File: src/inc/cis_pkg.sv
// constants shared by the internal-status output block
// assumes a single 40 MHz bus clock domain and a synchronous core
package cis_pkg;

  // ----------------------------------------------------------------
  // widths
  // ----------------------------------------------------------------
  localparam int unsigned STATUS_W  = 5;
  localparam int unsigned DATA_W    = 32;
  localparam int unsigned OPCODE_W  = 8;

  // ----------------------------------------------------------------
  // bus status codes shown on idle and slave-write cycles
  // ----------------------------------------------------------------
  localparam logic [4:0] ST_IDLE_PLAIN  = 5'h00;
  localparam logic [4:0] ST_WAIT_INT    = 5'h01;
  localparam logic [4:0] ST_WAIT_SLAVE  = 5'h02;
  localparam logic [4:0] ST_HALTED      = 5'h03;
  localparam logic [4:0] ST_SLAVE_WRITE = 5'h04;
  localparam logic [4:0] ST_RESET_VAL   = 5'h00;

  // ----------------------------------------------------------------
  // program-flow kind of the instruction that is starting
  // ----------------------------------------------------------------
  typedef enum logic [3:0] {
    FLOW_SEQ        = 4'h0,
    FLOW_EXCEPTION  = 4'h1,
    FLOW_ADD_CMP_BR = 4'h2,
    FLOW_COND_BR    = 4'h3,
    FLOW_PLAIN_JUMP = 4'h4,
    FLOW_SUB_CALL   = 4'h5,
    FLOW_CASE_BR    = 4'h6,
    FLOW_EXT_CALL   = 4'h7,
    FLOW_TRACE_MARK = 4'h8,
    FLOW_JUMP_SUB   = 4'h9,
    FLOW_JUMP       = 4'ha,
    FLOW_PROC_EXIT  = 4'hb,
    FLOW_TRAP_EXIT  = 4'hc
  } cis_flow_e;

  // ----------------------------------------------------------------
  // cache-invalidate sequencer states
  // ----------------------------------------------------------------
  typedef enum logic [3:0] {
    CV_IDLE  = 4'b0001,
    CV_OPC   = 4'b0010,
    CV_OPND  = 4'b0100,
    CV_DONE  = 4'b1000
  } cis_cv_e;

endpackage

File: src/inc/cis_sp_if.sv
// carrier between the status block and its slave-write sequencer
// assumes both ends share mclk
`timescale 1ns/100ps
`default_nettype none
interface cis_sp_if
  import cis_pkg::*;
  ();
  logic                req;
  logic [OPCODE_W-1:0] opcode;
  logic [DATA_W-1:0]   operand;
  logic                busy;
  logic                done;
  logic                wr_stb;
  logic [DATA_W-1:0]   wr_data;

  modport ctl (output req, output opcode, output operand,
               input busy, input done, input wr_stb, input wr_data);
  modport seq (input req, input opcode, input operand,
               output busy, output done, output wr_stb, output wr_data);
endinterface
`default_nettype wire

File: src/hw/cis_cache_invalidate_op_seq.sv
// slave-write sequencer that displays a cache-invalidate operation
// assumes req is a level held by the core until done pulses
`timescale 1ns/100ps
`default_nettype none
module cis_cache_invalidate_op_seq
  import cis_pkg::*;
(
  input  wire logic mclk,
  input  wire logic reset,
  cis_sp_if.seq     sp
);

  cis_cv_e state_r;
  cis_cv_e state_nxt;
  logic [DATA_W-1:0] opnd_r;

  // ----------------------------------------------------------------
  // state machine
  // ----------------------------------------------------------------
  always_comb begin
    state_nxt = state_r;
    unique case (state_r)
      CV_IDLE: if (sp.req) state_nxt = CV_OPC;
      CV_OPC:  state_nxt = CV_OPND;
      CV_OPND: state_nxt = CV_DONE;
      CV_DONE: if (!sp.req) state_nxt = CV_IDLE;
    endcase
  end

  always_ff @(posedge mclk or posedge reset) begin
    if (reset) begin
      state_r <= CV_IDLE;
    end else begin
      state_r <= state_nxt;
    end
  end

  // operand captured with the request so a changing core bus is harmless
  always_ff @(posedge mclk or posedge reset) begin
    if (reset) begin
      opnd_r <= '0;
    end else if (state_r == CV_IDLE && sp.req) begin
      opnd_r <= sp.operand;
    end
  end

  // busy looks ahead one state so the registered status code shows the
  // slave write in the same cycle as the strobe and data
  assign sp.busy = (state_nxt == CV_OPC) || (state_nxt == CV_OPND);

  // ----------------------------------------------------------------
  // slave write cycles: opcode first, then operand
  // ----------------------------------------------------------------
  always_ff @(posedge mclk or posedge reset) begin
    if (reset) begin
      sp.wr_stb  <= 1'b0;
      sp.wr_data <= '0;
      sp.done    <= 1'b0;
    end else begin
      sp.wr_stb  <= (state_nxt == CV_OPC) || (state_nxt == CV_OPND);
      sp.done    <= (state_r == CV_OPND);
      if (state_nxt == CV_OPC) begin
        sp.wr_data <= DATA_W'(sp.opcode);
      end else if (state_nxt == CV_OPND) begin
        sp.wr_data <= opnd_r;
      end
    end
  end
endmodule
`default_nettype wire

File: src/hw/cis_status_top.sv
// internal-status outputs: privilege, instruction start, breakpoint,
// idle status codes and cache-invalidate display
// assumes all core inputs are synchronous to mclk
`timescale 1ns/100ps
`default_nettype none
module cis_status_top
  import cis_pkg::*;
(
  input  wire logic                mclk,
  input  wire logic                reset,
  input  wire logic                psr_user,
  input  wire logic                move_to_user_space,
  input  wire logic                move_to_supervisor_space,
  input  wire logic                op_src_read,
  input  wire logic                op_dst_write,
  input  wire logic                instr_begin,
  input  wire logic [3:0]          flow_kind,
  input  wire logic                branch_taken,
  input  wire logic                addr_cmp_hit,
  input  wire logic                pc_match_hit,
  input  wire logic                cache_invalidate_op_req,
  input  wire logic [OPCODE_W-1:0] cache_invalidate_op_opcode,
  input  wire logic [DATA_W-1:0]   cache_invalidate_op_operand,
  input  wire logic                bus_idle,
  input  wire logic                wait_interrupt,
  input  wire logic                wait_slave,
  input  wire logic                halted,
  input  wire logic [STATUS_W-1:0] core_status,
  output logic                     user_mode_r,
  output logic                     instruction_start_pulse_r,
  output logic                     nonsequential_flag_r,
  output logic                     breakpoint_hit_r,
  output logic [STATUS_W-1:0]      bus_status_code_r,
  output logic                     slave_write_stb,
  output logic [DATA_W-1:0]        slave_write_data,
  output logic                     cache_invalidate_op_done
);

  // ----------------------------------------------------------------
  // flow classification
  // ----------------------------------------------------------------
  function automatic logic flow_breaks(input logic [3:0] kind,
                                       input logic       taken);
    logic r;
    r = 1'b1;
    unique case (cis_flow_e'(kind))
      FLOW_SEQ:        r = 1'b0;
      FLOW_ADD_CMP_BR: r = taken;
      FLOW_COND_BR:    r = taken;
      default:         r = 1'b1;
    endcase
    return r;
  endfunction

  logic nonseq_now;
  logic force_user;
  logic addr_pend_r;
  logic pc_pend_r;
  logic addr_slot;
  logic pc_slot;
  logic addr_take;
  logic pc_take;
  logic [STATUS_W-1:0] status_nxt;

  assign nonseq_now = flow_breaks(flow_kind, branch_taken);
  assign force_user = (move_to_user_space && op_src_read)
                   || (move_to_supervisor_space && op_dst_write);

  // ----------------------------------------------------------------
  // privilege indicator
  // ----------------------------------------------------------------
  always_ff @(posedge mclk or posedge reset) begin
    if (reset) begin
      user_mode_r <= 1'b0;
    end else begin
      user_mode_r <= force_user ? 1'b1 : psr_user;
    end
  end

  // ----------------------------------------------------------------
  // instruction start and nonsequential flag
  // ----------------------------------------------------------------
  always_ff @(posedge mclk or posedge reset) begin
    if (reset) begin
      instruction_start_pulse_r <= 1'b0;
      nonsequential_flag_r      <= 1'b0;
    end else begin
      instruction_start_pulse_r <= instr_begin;
      nonsequential_flag_r      <= instr_begin && nonseq_now;
    end
  end

  // ----------------------------------------------------------------
  // breakpoint scheduling
  // ----------------------------------------------------------------
  // an address-compare hit waits for the cycle right after a start
  // pulse; a pc-match hit avoids that cycle and the one before it so
  // external logic can tell the two apart by position alone
  assign addr_slot = instruction_start_pulse_r;
  assign pc_slot   = !instruction_start_pulse_r && !instr_begin
                  && !breakpoint_hit_r;
  assign addr_take = addr_slot && addr_pend_r;
  assign pc_take   = pc_slot && pc_pend_r;

  // new detections win over the clear of the same cycle
  always_ff @(posedge mclk or posedge reset) begin
    if (reset) begin
      addr_pend_r <= 1'b0;
    end else if (addr_cmp_hit) begin
      addr_pend_r <= 1'b1;
    end else if (addr_take) begin
      addr_pend_r <= 1'b0;
    end
  end

  always_ff @(posedge mclk or posedge reset) begin
    if (reset) begin
      pc_pend_r <= 1'b0;
    end else if (pc_match_hit) begin
      pc_pend_r <= 1'b1;
    end else if (pc_take) begin
      pc_pend_r <= 1'b0;
    end
  end

  always_ff @(posedge mclk or posedge reset) begin
    if (reset) begin
      breakpoint_hit_r <= 1'b0;
    end else begin
      breakpoint_hit_r <= addr_take || pc_take;
    end
  end

  // ----------------------------------------------------------------
  // cache-invalidate display
  // ----------------------------------------------------------------
  cis_sp_if sp ();

  assign sp.req     = cache_invalidate_op_req;
  assign sp.opcode  = cache_invalidate_op_opcode;
  assign sp.operand = cache_invalidate_op_operand;

  cis_cache_invalidate_op_seq u_cache_invalidate_op (
    .mclk  (mclk),
    .reset (reset),
    .sp    (sp.seq)
  );

  assign slave_write_stb  = sp.wr_stb;
  assign slave_write_data = sp.wr_data;
  assign cache_invalidate_op_done        = sp.done;

  // ----------------------------------------------------------------
  // bus status code
  // ----------------------------------------------------------------
  // halt outranks the waits; a slave write outranks idle because the
  // bus is then really carrying a cycle
  always_comb begin
    status_nxt = core_status;
    if (sp.busy) begin
      status_nxt = ST_SLAVE_WRITE;
    end else if (bus_idle) begin
      if (halted) begin
        status_nxt = ST_HALTED;
      end else if (wait_slave) begin
        status_nxt = ST_WAIT_SLAVE;
      end else if (wait_interrupt) begin
        status_nxt = ST_WAIT_INT;
      end else begin
        status_nxt = ST_IDLE_PLAIN;
      end
    end
  end

  always_ff @(posedge mclk or posedge reset) begin
    if (reset) begin
      bus_status_code_r <= ST_RESET_VAL;
    end else begin
      bus_status_code_r <= status_nxt;
    end
  end
endmodule
`default_nettype wire

File: config.mk
export PLATFORM = sky130hd
export DESIGN_NAME = cis_status_top
export DESIGN_NICKNAME = d
export VERILOG_FILES = /design/src/inc/cis_pkg.sv /design/src/inc/cis_sp_if.sv /design/src/hw/cis_cache_invalidate_op_seq.sv /design/src/hw/cis_status_top.sv
export SDC_FILE = /design/constraint.sdc
export NUM_CORES = 1
export LEC_CHECK = 0
export ABC_AREA = 1
export CORE_AREA = 10 10 71 118
export DETAILED_ROUTE_END_ITERATION = 7
export DIE_AREA = 0 0 81 128
export DONT_BUFFER_PORTS = 1
export GPL_TIMING_DRIVEN = 0
export PLACE_DENSITY = 0.67
export SYNTH_ARGS = -nofsm -noshare
export SYNTH_HDL_FRONTEND = slang
export SYNTH_SLANG_ARGS = --single-unit
File: constraint.sdc
create_clock -name mclk -period 2.6 [get_ports mclk]
set_clock_uncertainty 0.05 [all_clocks]
set_input_delay 0.13 -clock mclk [delete_from_list [all_inputs] [get_ports mclk]]
set_output_delay 0.13 -clock mclk [all_outputs]
set_load 0.05 [all_outputs]
==> impl_metrics.env, run 1 <==
export IMPL_status="complete, no violations"
export IMPL_setup_viol=0
export IMPL_clock_latency_ns=0.33
export IMPL_final_setup_tns_ns=0
export IMPL_required_ns=2.76
export IMPL_period_share_pct=94.72
export IMPL_fp_dieW_um=81
export IMPL_synth_top_area_share_pct=60.61
export IMPL_wire_per_inst_um=17.01
export IMPL_crit_fanout=10
export IMPL_synthCells=313
export IMPL_routabilityCongestion=0.7587
export IMPL_cts_setup_buffers=0
export IMPL_synthTopCellsByArea="dfrtp_1 (61%), nand2_1 (9.0%), mux2_2 (8.2%)"
export IMPL_holdWs_ns=0.01556
export IMPL_met2_usage_pct=28.63
export IMPL_drive_above_1_share_pct=18.18
export IMPL_cts_max_path_buffers=2
export IMPL_port_buffers=0
export IMPL_cts_resized=0
export IMPL_synth_cell_type_count=32
export IMPL_yosys_most_used_dff="dfrtp_1"
export IMPL_first_global_vias=2643
export IMPL_tritoncts="built"
export IMPL_synthTopCellsByCount="dfrtp_1 (80), nand2_1 (79), nand3_1 (26)"
export IMPL_r2r_setup_slack_ns=0.14
export IMPL_p_leak_nw=2.132
export IMPL_arrival_ns=2.62
export IMPL_yosysWarnings=0
export IMPL_met3_usage_pct=6.952
export IMPL_end_kind="flip-flop"
export IMPL_num_fill_cells=513
export IMPL_worstMarginPinSlew_ns=0.5231
export IMPL_antenna_found_initial=1
export IMPL_netlist_area_um2=3303
export IMPL_r2r_start="u_cache_invalidate_op.state_r[0]"
export IMPL_crit_path_start_kind="flip-flop"
export IMPL_grt_usage_pct=16.29
export IMPL_first_iter_violations=126
export IMPL_path_class="flip-flop to flip-flop"
export IMPL_dp_cells=396
export IMPL_use_met1_pct=15.68
export IMPL_die_h_um=128
export IMPL_nNetsFinal=445
export IMPL_gr_max_usage_layer="met2"
export IMPL_crit_start="u_cache_invalidate_op.state_r[0]"
export IMPL_ys_seq_area_share_pct=61.40
export IMPL_wl_mm=7.963
export IMPL_finalNonFillerCells=468
export IMPL_final_area_um2=4308
export IMPL_vias=2350
export IMPL_finalCriticalPeriod_ns=2.463
export IMPL_dp_worst_setup_slack_ns=0.6640
export IMPL_core_um2=6441
export IMPL_grt_pass1_wl_mm=12.99
export IMPL_h_tree_depth=3
export IMPL_via_per_inst=5.021
export IMPL_finalMaxSlewViolations=0
export IMPL_die_area_um2=10370
export IMPL_cts_reportedPaths_clkPinSlew_ns=0.06
export IMPL_grt_start_max_net_pins=47
export IMPL_syn_nets=378
export IMPL_final_antenna_net_count=0
export IMPL_hold_path_startpoint="cache_invalidate_op_opcode[5]"
export IMPL_hold_viol=0
export IMPL_irDropWorstVdd_v=0.0008605
export IMPL_dr_pass1_iters=4
export IMPL_remaining_drc_errors=0
export IMPL_cts_buffers=9
export IMPL_max_slew_margin_pct=65.13
export IMPL_rows=39
export IMPL_cts_sinks=81
export IMPL_maxCapViolCount=0
export IMPL_fin_ws_ns=0.1372
export IMPL_placed_area_um2=3436
export IMPL_synth_edf_count=0
export IMPL_grt_ovfl_total=0
export IMPL_clock_root_buffer="clkbuf_16"
export IMPL_ys_async_sr_fraction_pct=100.0
export IMPL_hold_path_class="input port to flip-flop"
export IMPL_p_per_area_nw_per_um2=1415
export IMPL_syn_to_final_growth_pct=30.42
export IMPL_yosysTopAreaCell="dfrtp_1"
export IMPL_rsz0062_at_grt="false"
export IMPL_syn_area_per_cell_um2=10.55
export IMPL_max_freq_mhz=406.0
export IMPL_initial_utilization_pct=51.28
export IMPL_synth_most_common_cell="dfrtp_1"
export IMPL_dp_hpwl_mm=5.624
export IMPL_yosys_register_bits=81
export IMPL_pin_count=108
[stage by stage]
step / utilization [%] / power [mW]
4_1_cts: 66.84 / 6.172
3_5_place_dp: 53.34 / 4.760
6_report: 66.88 / 6.098
5_1_grt: 66.88 / 6.485
3_3_place_gp: 52.87 / 4.676
2_1_floorplan: - / 4.327
[worst max-delay path, stage by stage (launching register included)]
cell and delay (ns):
dfstp_2 0.54, inv_1 0.07, nand3_2 0.22, nand4_2 0.17, nor2_4 0.26, nand2_4 0.14
nand2_4 0.10, buf_6 0.17, nor3_2 0.05, dlygate4sd3_1 0.56
[registers in the layout (all words and copies together) (netlist names), 4 cells and up]
register,cells
u_cache_invalidate_op.opnd_r,32
u_cache_invalidate_op.sp.wr_data,32
bus_status_code_r,5
u_cache_invalidate_op.state_r,4
[path summary, 6_finish.rpt]
path / end / cells after the start
min in group asynchronous: u_cache_invalidate_op.opnd_r[18] / 2
max reg2reg: bus_status_code_r[0] / 9
max: bus_status_code_r[0] / 9
min: u_cache_invalidate_op.sp.wr_data[5] / 3
min reg2reg: u_cache_invalidate_op.sp.wr_data[16] / 2
max in group asynchronous: u_cache_invalidate_op.state_r[0] / 3
[final cells by class]
type / count / area (µm²) / share of cell area (%)
Sequential cell: 81 / 2028 / 47.08
Multi-Input combinational cell: 199 / 1139 / 26.43
Timing Repair Buffer: 56 / 578.1 / 13.42
Clock buffer: 14 / 284.0 / 6.593
Tap cell: 82 / 102.6 / 2.382
Inverter: 21 / 81.33 / 1.888
Buffer: 12 / 57.56 / 1.336
Clock inverter: 2 / 35.03 / 0.8132
Antenna cell: 1 / 2.502 / 0.05809
[power by group]
group	leakage [nW]	internal [mW]	total, mW	switching [mW]
registers	0.998	1.79	3.14	1.35
clock network	0.159	0.847	1.32	0.469
logic	0.975	0.656	1.64	0.982
total	2.13	3.29	6.10	2.80
[kinds of logic after synthesis]
logic type / Yosys count / share of synthesized area, %
and+or+nand+nor: 158 / 22.84
DFF: 81 / 61.40
buffers and inverters: 33 / 4.128
muxes: 24 / 8.182
AOI/OAI and AO/OA: 17 / 3.447
[placed cells by master, fill, tap and decap left out, types with 2 or more instances in the layout]
cell / netlist / routed
inv_1: 20 / 19
dlygate4sd3_1: 0 / 55
clkbuf_16: 0 / 9
nor2_2: 12 / 12
nand2_1: 79 / 79
a21o_1: 2 / 2
nand3b_1: 8 / 8
a21oi_1: 9 / 9
clkbuf_8: 0 / 4
buf_2: 4 / 4
nand3_1: 26 / 26
mux2_2: 24 / 24
nand2_4: 2 / 2
clkbuf_1: 6 / 7
nor2_1: 22 / 22
dfrtp_1: 80 / 80
[layer usage]
layer | up-vias | share of wire (%)
li1 | 1136 | -
met1 | 1139 | 34
met2 | 64 | 56
met3 | 11 | 8.6
met4 | 0 | 1.8
met5 | - | 0
[repair_timing]
item,4_1_cts,5_1_grt
setup endpoints to repair,0,0
hold buffers,55,0
endpoints found under the hold margin,81,0
Power figures use the tool's default switching activity.
==> run 2, diff against run 1 <==
SETUP_SLACK_MARGIN = 0.2   (was not set)
==> run 2 against run 1 <==
  * Sequential share of layout area unchanged
  * Total power fell by 0.29%
  * Core utilization is the same
  * Via count shrank 0.51%
  * Worst hold slack got worse by 0.00055 ns
  * Cell count did not move
  * Sequential cell count stayed put
  * Non-clock buffer count unchanged
  * Final area stayed put
  * Setup slack better by 0.42 ns
  * Critical path type is now input port to flip-flop
  * Critical endpoint is now nonsequential_flag_r
  * Highest routed layer unchanged
==> impl_metrics.env, run 2 (synthesis results as in run 1) <==
export IMPL_status="complete, no violations"
export IMPL_cp_depth=6
export IMPL_arrival_ns=2.22
export IMPL_max_slew_margin_pct=64.86
export IMPL_final_common_cell="dfrtp_1"
export IMPL_r2r_end="u_cache_invalidate_op.sp.wr_data[23]"
export IMPL_tritoncts="built"
export IMPL_reg_top3="u_cache_invalidate_op.opnd_r: 32 flops, u_cache_invalidate_op.sp.wr_data: 32 flops, bus_status_code_r: 5 flops"
export IMPL_dp_hpwl_mm=5.624
export IMPL_syn_to_final_growth_pct=30.42
export IMPL_critPathMostFrequentCell="dlygate4sd3_1"
export IMPL_p_leak_nw=2.131
export IMPL_required_ns=2.77
export IMPL_layout_common_cells="dfrtp_1 (80), nand2_1 (79), dlygate4sd3_1 (55)"
export IMPL_dp_worst_setup_slack_ns=0.6640
export IMPL_reg2regPathDepth=8
export IMPL_path_class="input port to flip-flop"
export IMPL_r2r_setup_slack_ns=0.66
export IMPL_max_freq_mhz=489.4
export IMPL_fp_dieW_um=81
export IMPL_drive_above_1_share_pct=18.18
export IMPL_worstMarginPinSlew_ns=0.5271
export IMPL_h_tree_depth=3
export IMPL_path_buf_inv=4
export IMPL_r2r_start="u_cache_invalidate_op.state_r[0]"
export IMPL_routabilityCongestion=0.7587
export IMPL_crit_path_start_kind="input port"
export IMPL_nNetsFinal=445
export IMPL_clock_latency_ns=0.33
export IMPL_maxCapViolCount=0
export IMPL_setup_viol=0
export IMPL_grt_ovfl_total=0
export IMPL_end_kind="flip-flop"
export IMPL_hold_depth=3
export IMPL_cp_slowest_stage_delay_ns=0.57
export IMPL_clock_root_buffer="clkbuf_16"
export IMPL_port_buffers=0
export IMPL_grt_usage_pct=16.29
export IMPL_first_global_vias=2621
export IMPL_crit_fanout=1
export IMPL_cts_buffers=9
export IMPL_hold_path_class="input port to flip-flop"
export IMPL_holdWs_ns=0.01501
export IMPL_cts_resized=0
export IMPL_rsz0062_at_grt="false"
export IMPL_rows=39
export IMPL_grt_start_max_net_pins=47
export IMPL_die_area_um2=10370
export IMPL_wl_mm=7.978
export IMPL_finalMaxSlewViolations=0
export IMPL_grt_pass1_wl_mm=12.97
export IMPL_period_share_pct=78.60
export IMPL_fin_ws_ns=0.5565
export IMPL_cts_setup_buffers=0
export IMPL_slowest_stage="dlygate4sd3_1"
export IMPL_hold_path_startpoint="cache_invalidate_op_opcode[5]"
export IMPL_first_iter_violations=117
export IMPL_die_h_um=128
export IMPL_final_antenna_net_count=0
export IMPL_pin_count=108
export IMPL_placed_area_um2=3436
export IMPL_cts_reportedPaths_clkPinSlew_ns=0.06
export IMPL_antenna_found_initial=1
export IMPL_post_route_util_pct=66.88
export IMPL_initial_utilization_pct=51.28
export IMPL_irDropWorstVdd_v=0.0008606
export IMPL_hold_viol=0
export IMPL_via_per_inst=4.996
export IMPL_wire_per_inst_um=17.05
export IMPL_vias=2338
export IMPL_cp_cell_sequence="dlygate4sd3_1 -> a211o_1 -> dlygate4sd3_1 -> o21ai_0 -> dlygate4sd3_1 -> inv_1"
export IMPL_whs_endpoint="u_cache_invalidate_op.sp.wr_data[5]"
export IMPL_dr_pass1_iters=4
export IMPL_final_area_um2=4308
export IMPL_p_per_area_nw_per_um2=1411
export IMPL_final_setup_tns_ns=0
export IMPL_cts_max_path_buffers=2
export IMPL_core_um2=6441
export IMPL_remaining_drc_errors=0
export IMPL_cts_sinks=81
export IMPL_finalCriticalPeriod_ns=2.043
export IMPL_path_delay_family="buffers and inverters"
## run 2: cell counts in the layout (fill, tap and decap cells not counted)
Identical to the previous run, type by type.
## run 2: layout make-up
| type | count | area [µm²] |
|---|---|---|
| multi-input cells | 199 | 1139 |
| flip-flops and latches | 81 | 2028 |
| clock inverters | 2 | 35.03 |
| repair buffers | 56 | 578.1 |
| clock buffers | 14 | 284.0 |
| diodes | 1 | 2.502 |
| fillers | 512 | 2133 |
| inverters | 21 | 81.33 |
| well taps | 82 | 102.6 |
| plain buffers | 12 | 57.56 |
## run 2: metrics by stage
step | total power [mW] | instances
final | 6.080 | 468
after detailed placement | 4.760 | 396
after global routing | 6.468 | 468
after CTS | 6.157 | 467
after floorplan | 4.327 | 313
after global placement | 4.676 | 395
## run 2: worst max-delay path by stage
| stage | startpoint | end | slack, ns |
|---|---|---|---|
| floorplan | reset | addr_pend_r | 0.34 |
| global placement | reset | u_cache_invalidate_op.sp.wr_data[4] | -0.42 |
| detailed placement | u_cache_invalidate_op.state_r[0] | u_cache_invalidate_op.sp.wr_data[19] | 0.66 |
| CTS | flow_kind[2] | nonsequential_flag_r | 0.63 |
| global route | u_cache_invalidate_op.state_r[0] | u_cache_invalidate_op.sp.wr_data[19] | 0.50 |
| finish | flow_kind[2] | nonsequential_flag_r | 0.56 |
## run 2: tightest hold or removal path: cells and delay by family
family,cells,cell delay [ns]
simple gates,3,0.22
## run 2: per-layer routing
layer / routed length (µm) / track usage (%) / up-vias
met5: 0 / 0 / -
met4: 140 / 7.677 / 0
met3: 692 / 6.952 / 11
met2: 4449 / 28.53 / 65
met1: 2695 / 15.77 / 1125
li1: - / - / 1137
## run 2: what timing repair did
item                                    4_1_cts  5_1_grt
endpoints found under the hold margin        81        0
hold buffers                                 55        0
endpoints found under the setup margin        0        0
## run 2: report_power, final
group | switching, mW | leakage (nW) | total [mW] | internal (mW)
Clock | 0.470 | 0.159 | 1.32 | 0.847
Sequential | 1.35 | 0.998 | 3.14 | 1.79
Combinational | 0.976 | 0.975 | 1.62 | 0.643
==> run 3, diff against run 2 <==
PLACE_DENSITY = 0.69   (was 0.67)
clock period = 1.77 ns   (was 2.6 ns; I/O delays follow)
==> run 3 against run 2 <==
  * Cell count is 5.1% higher
  * Core utilization is 9.7 points higher
  * Non-clock buffer count is 25 higher
  * Routed wire length is 16% higher
  * Critical path depth is 5 higher
  * Die area stayed put
  * Combinational power is 130% higher
  * Sequential power is 50% higher
  * Count of clock-buffer cells in the layout is 1 lower
  * Worst hold slack better by 0.19 ns
  * Sequential cell count stayed put
  * Global-route usage is 1.3 points higher
==> impl_metrics.env, run 3 (synthesis results as in run 1) <==
export IMPL_die_area_um2=10370
export IMPL_crit_fanout=5
export IMPL_port_buffers=0
export IMPL_final_antenna_net_count=0
export IMPL_tritoncts="built"
export IMPL_finalCriticalPeriod_ns=1.723
export IMPL_met3_usage_pct=5.618
export IMPL_max_slew_margin_pct=63.22
export IMPL_setup_viol=0
export IMPL_p_per_area_nw_per_um2=2094
export IMPL_wire_per_inst_um=18.77
export IMPL_p_leak_nw=2.424
export IMPL_cts_sinks=81
export IMPL_period_share_pct=97.32
export IMPL_final_common_cell="dfrtp_1"
export IMPL_antenna_found_initial=0
export IMPL_required_ns=1.98
export IMPL_remaining_drc_errors=0
export IMPL_vias=2514
export IMPL_core_um2=6441
export IMPL_fp_dieW_um=81
export IMPL_dp_hpwl_mm=5.788
export IMPL_grt_pass1_wl_mm=13.94
export IMPL_hold_viol=0
export IMPL_finalMaxSlewViolations=0
export IMPL_path_class="flip-flop to flip-flop"
export IMPL_maxCapViolCount=0
export IMPL_antenna_cells=0
export IMPL_reg2regPathDepth=11
export IMPL_grt_ovfl_total=0
export IMPL_via_per_inst=5.110
export IMPL_pin_count=108
export IMPL_irDropWorstVdd_v=0.001035
export IMPL_wl_mm=9.236
export IMPL_clock_latency_ns=0.33
export IMPL_gr_max_usage_layer="met2"
export IMPL_dp_worst_setup_slack_ns=-0.09287
export IMPL_initial_utilization_pct=51.28
export IMPL_rsz0062_at_grt="true"
export IMPL_die_h_um=128
export IMPL_max_freq_mhz=580.5
export IMPL_clock_root_buffer="clkbuf_16"
export IMPL_met2_usage_pct=32.44
export IMPL_routabilityCongestion=0.8004
export IMPL_dr_pass1_iters=4
export IMPL_worstMarginPinSlew_ns=0.5517
export IMPL_first_iter_violations=121
export IMPL_use_met1_pct=16.40
export IMPL_crit_path_start_kind="flip-flop"
export IMPL_h_tree_depth=3
export IMPL_first_global_vias=2789
export IMPL_rows=39
export IMPL_reg_top3="u_cache_invalidate_op.opnd_r: 32 flops, u_cache_invalidate_op.sp.wr_data: 32 flops, bus_status_code_r: 5 flops"
export IMPL_syn_to_final_growth_pct=49.24
export IMPL_fin_ws_ns=0.04744
export IMPL_drive_above_1_share_pct=31.46
export IMPL_cts_max_path_buffers=2
export IMPL_cts_buffers=9
export IMPL_grt_usage_pct=17.58
export IMPL_holdWs_ns=0.2060
export IMPL_cts_reportedPaths_clkPinSlew_ns=0.06
export IMPL_layout_common_cells="dfrtp_1 (77), nand2_1 (73), dlygate4sd3_1 (63)"
export IMPL_status="complete, no violations"
export IMPL_nNetsFinal=470
export IMPL_hold_path_class="input port to asynchronous set/reset pin"
export IMPL_end_kind="flip-flop"
export IMPL_arrival_ns=1.93
export IMPL_grt_start_max_net_pins=37
==> run 3: cell count changes in the layout (fill, tap and decap cells not counted), moves of 8 or more <==
| cell | change |
|---|---|
| mux2_2 | -21 |
| mux2_4 | +21 |
| nor2_1 | -14 |
| nor2_4 | +12 |
| nand3_1 | -11 |
| buf_4 | +10 |
| nand3_2 | +10 |
| dlygate4sd3_1 | +8 |
==> run 3: cell type report <==
cell class / count / area [µm²]
Fill cell: 426 / 1511
Multi-Input combinational cell: 199 / 1436
Tap cell: 82 / 102.6
Sequential cell: 81 / 2032
Clock inverter: 3 / 40.04
Clock buffer: 13 / 250.2
Timing Repair Buffer: 83 / 873.3
Buffer: 10 / 110.1
Inverter: 21 / 85.08
==> run 3: timing repair <==
item                                    in CTS  in global routing
endpoints found under the hold margin      133                  0
endpoints found under the setup margin      42                 62
setup buffers                               10                  4
hold buffers                                63                  0
gates resized for setup                     33                 76
cloned                                       2                  2
pin swaps                                   13                 14
==> run 3: through the flow <==
stage	util, %	power (mW)	area, µm²	TNS, ns	cells
4_1_cts	72.09	9.891	4643	0	488
2_1_floorplan	-	6.471	3344	0	313
3_5_place_dp	54.14	7.112	3487	-1.514	397
5_1_grt	76.53	10.88	4930	-0.2330	492
3_3_place_gp	53.52	6.981	3447	-1.301	395
6_report	76.53	10.32	4930	0	492
==> run 3: path summary, 6_finish.rpt <==
path                                             startpoint  slack (ns)                                   end
setup / recovery           u_cache_invalidate_op.state_r[0]        0.05   u_cache_invalidate_op.sp.wr_data[6]
hold / removal                                        reset        0.21                           user_mode_r
setup reg to reg           u_cache_invalidate_op.state_r[0]        0.05   u_cache_invalidate_op.sp.wr_data[6]
hold reg to reg            u_cache_invalidate_op.opnd_r[30]        0.42  u_cache_invalidate_op.sp.wr_data[30]
max in group asynchronous                             reset        0.94       u_cache_invalidate_op.opnd_r[3]
min in group mclk                   cache_invalidate_op_req        0.22       u_cache_invalidate_op.opnd_r[5]
==> run 3: layer usage <==
layer | share of wire, % | vias up | routed length [µm]
met2 | 57 | 78 | 5254
met1 | 33 | 1225 | 3045
li1 | - | 1192 | -
met5 | 0 | - | 0
met4 | 2.4 | 0 | 225
met3 | 7.7 | 19 | 710
==> run 3: power by group <==
group / switching, mW / internal, mW
logic: 2.00 / 1.81
registers: 2.07 / 2.64
clock network: 0.685 / 1.13
total: 4.75 / 5.57
==> run 3: worst max-delay path, stage by stage (launching register included) <==
cell     delay (ns)
dfstp_2        0.59
nor2_4         0.07
nand2_4        0.08
nand2_1        0.05
nand2_1        0.06
nand2_2        0.09
nor2_8         0.17
nand2_8        0.10
nand2_8        0.11
buf_6          0.12
nor2_2         0.03
nor2_1         0.11
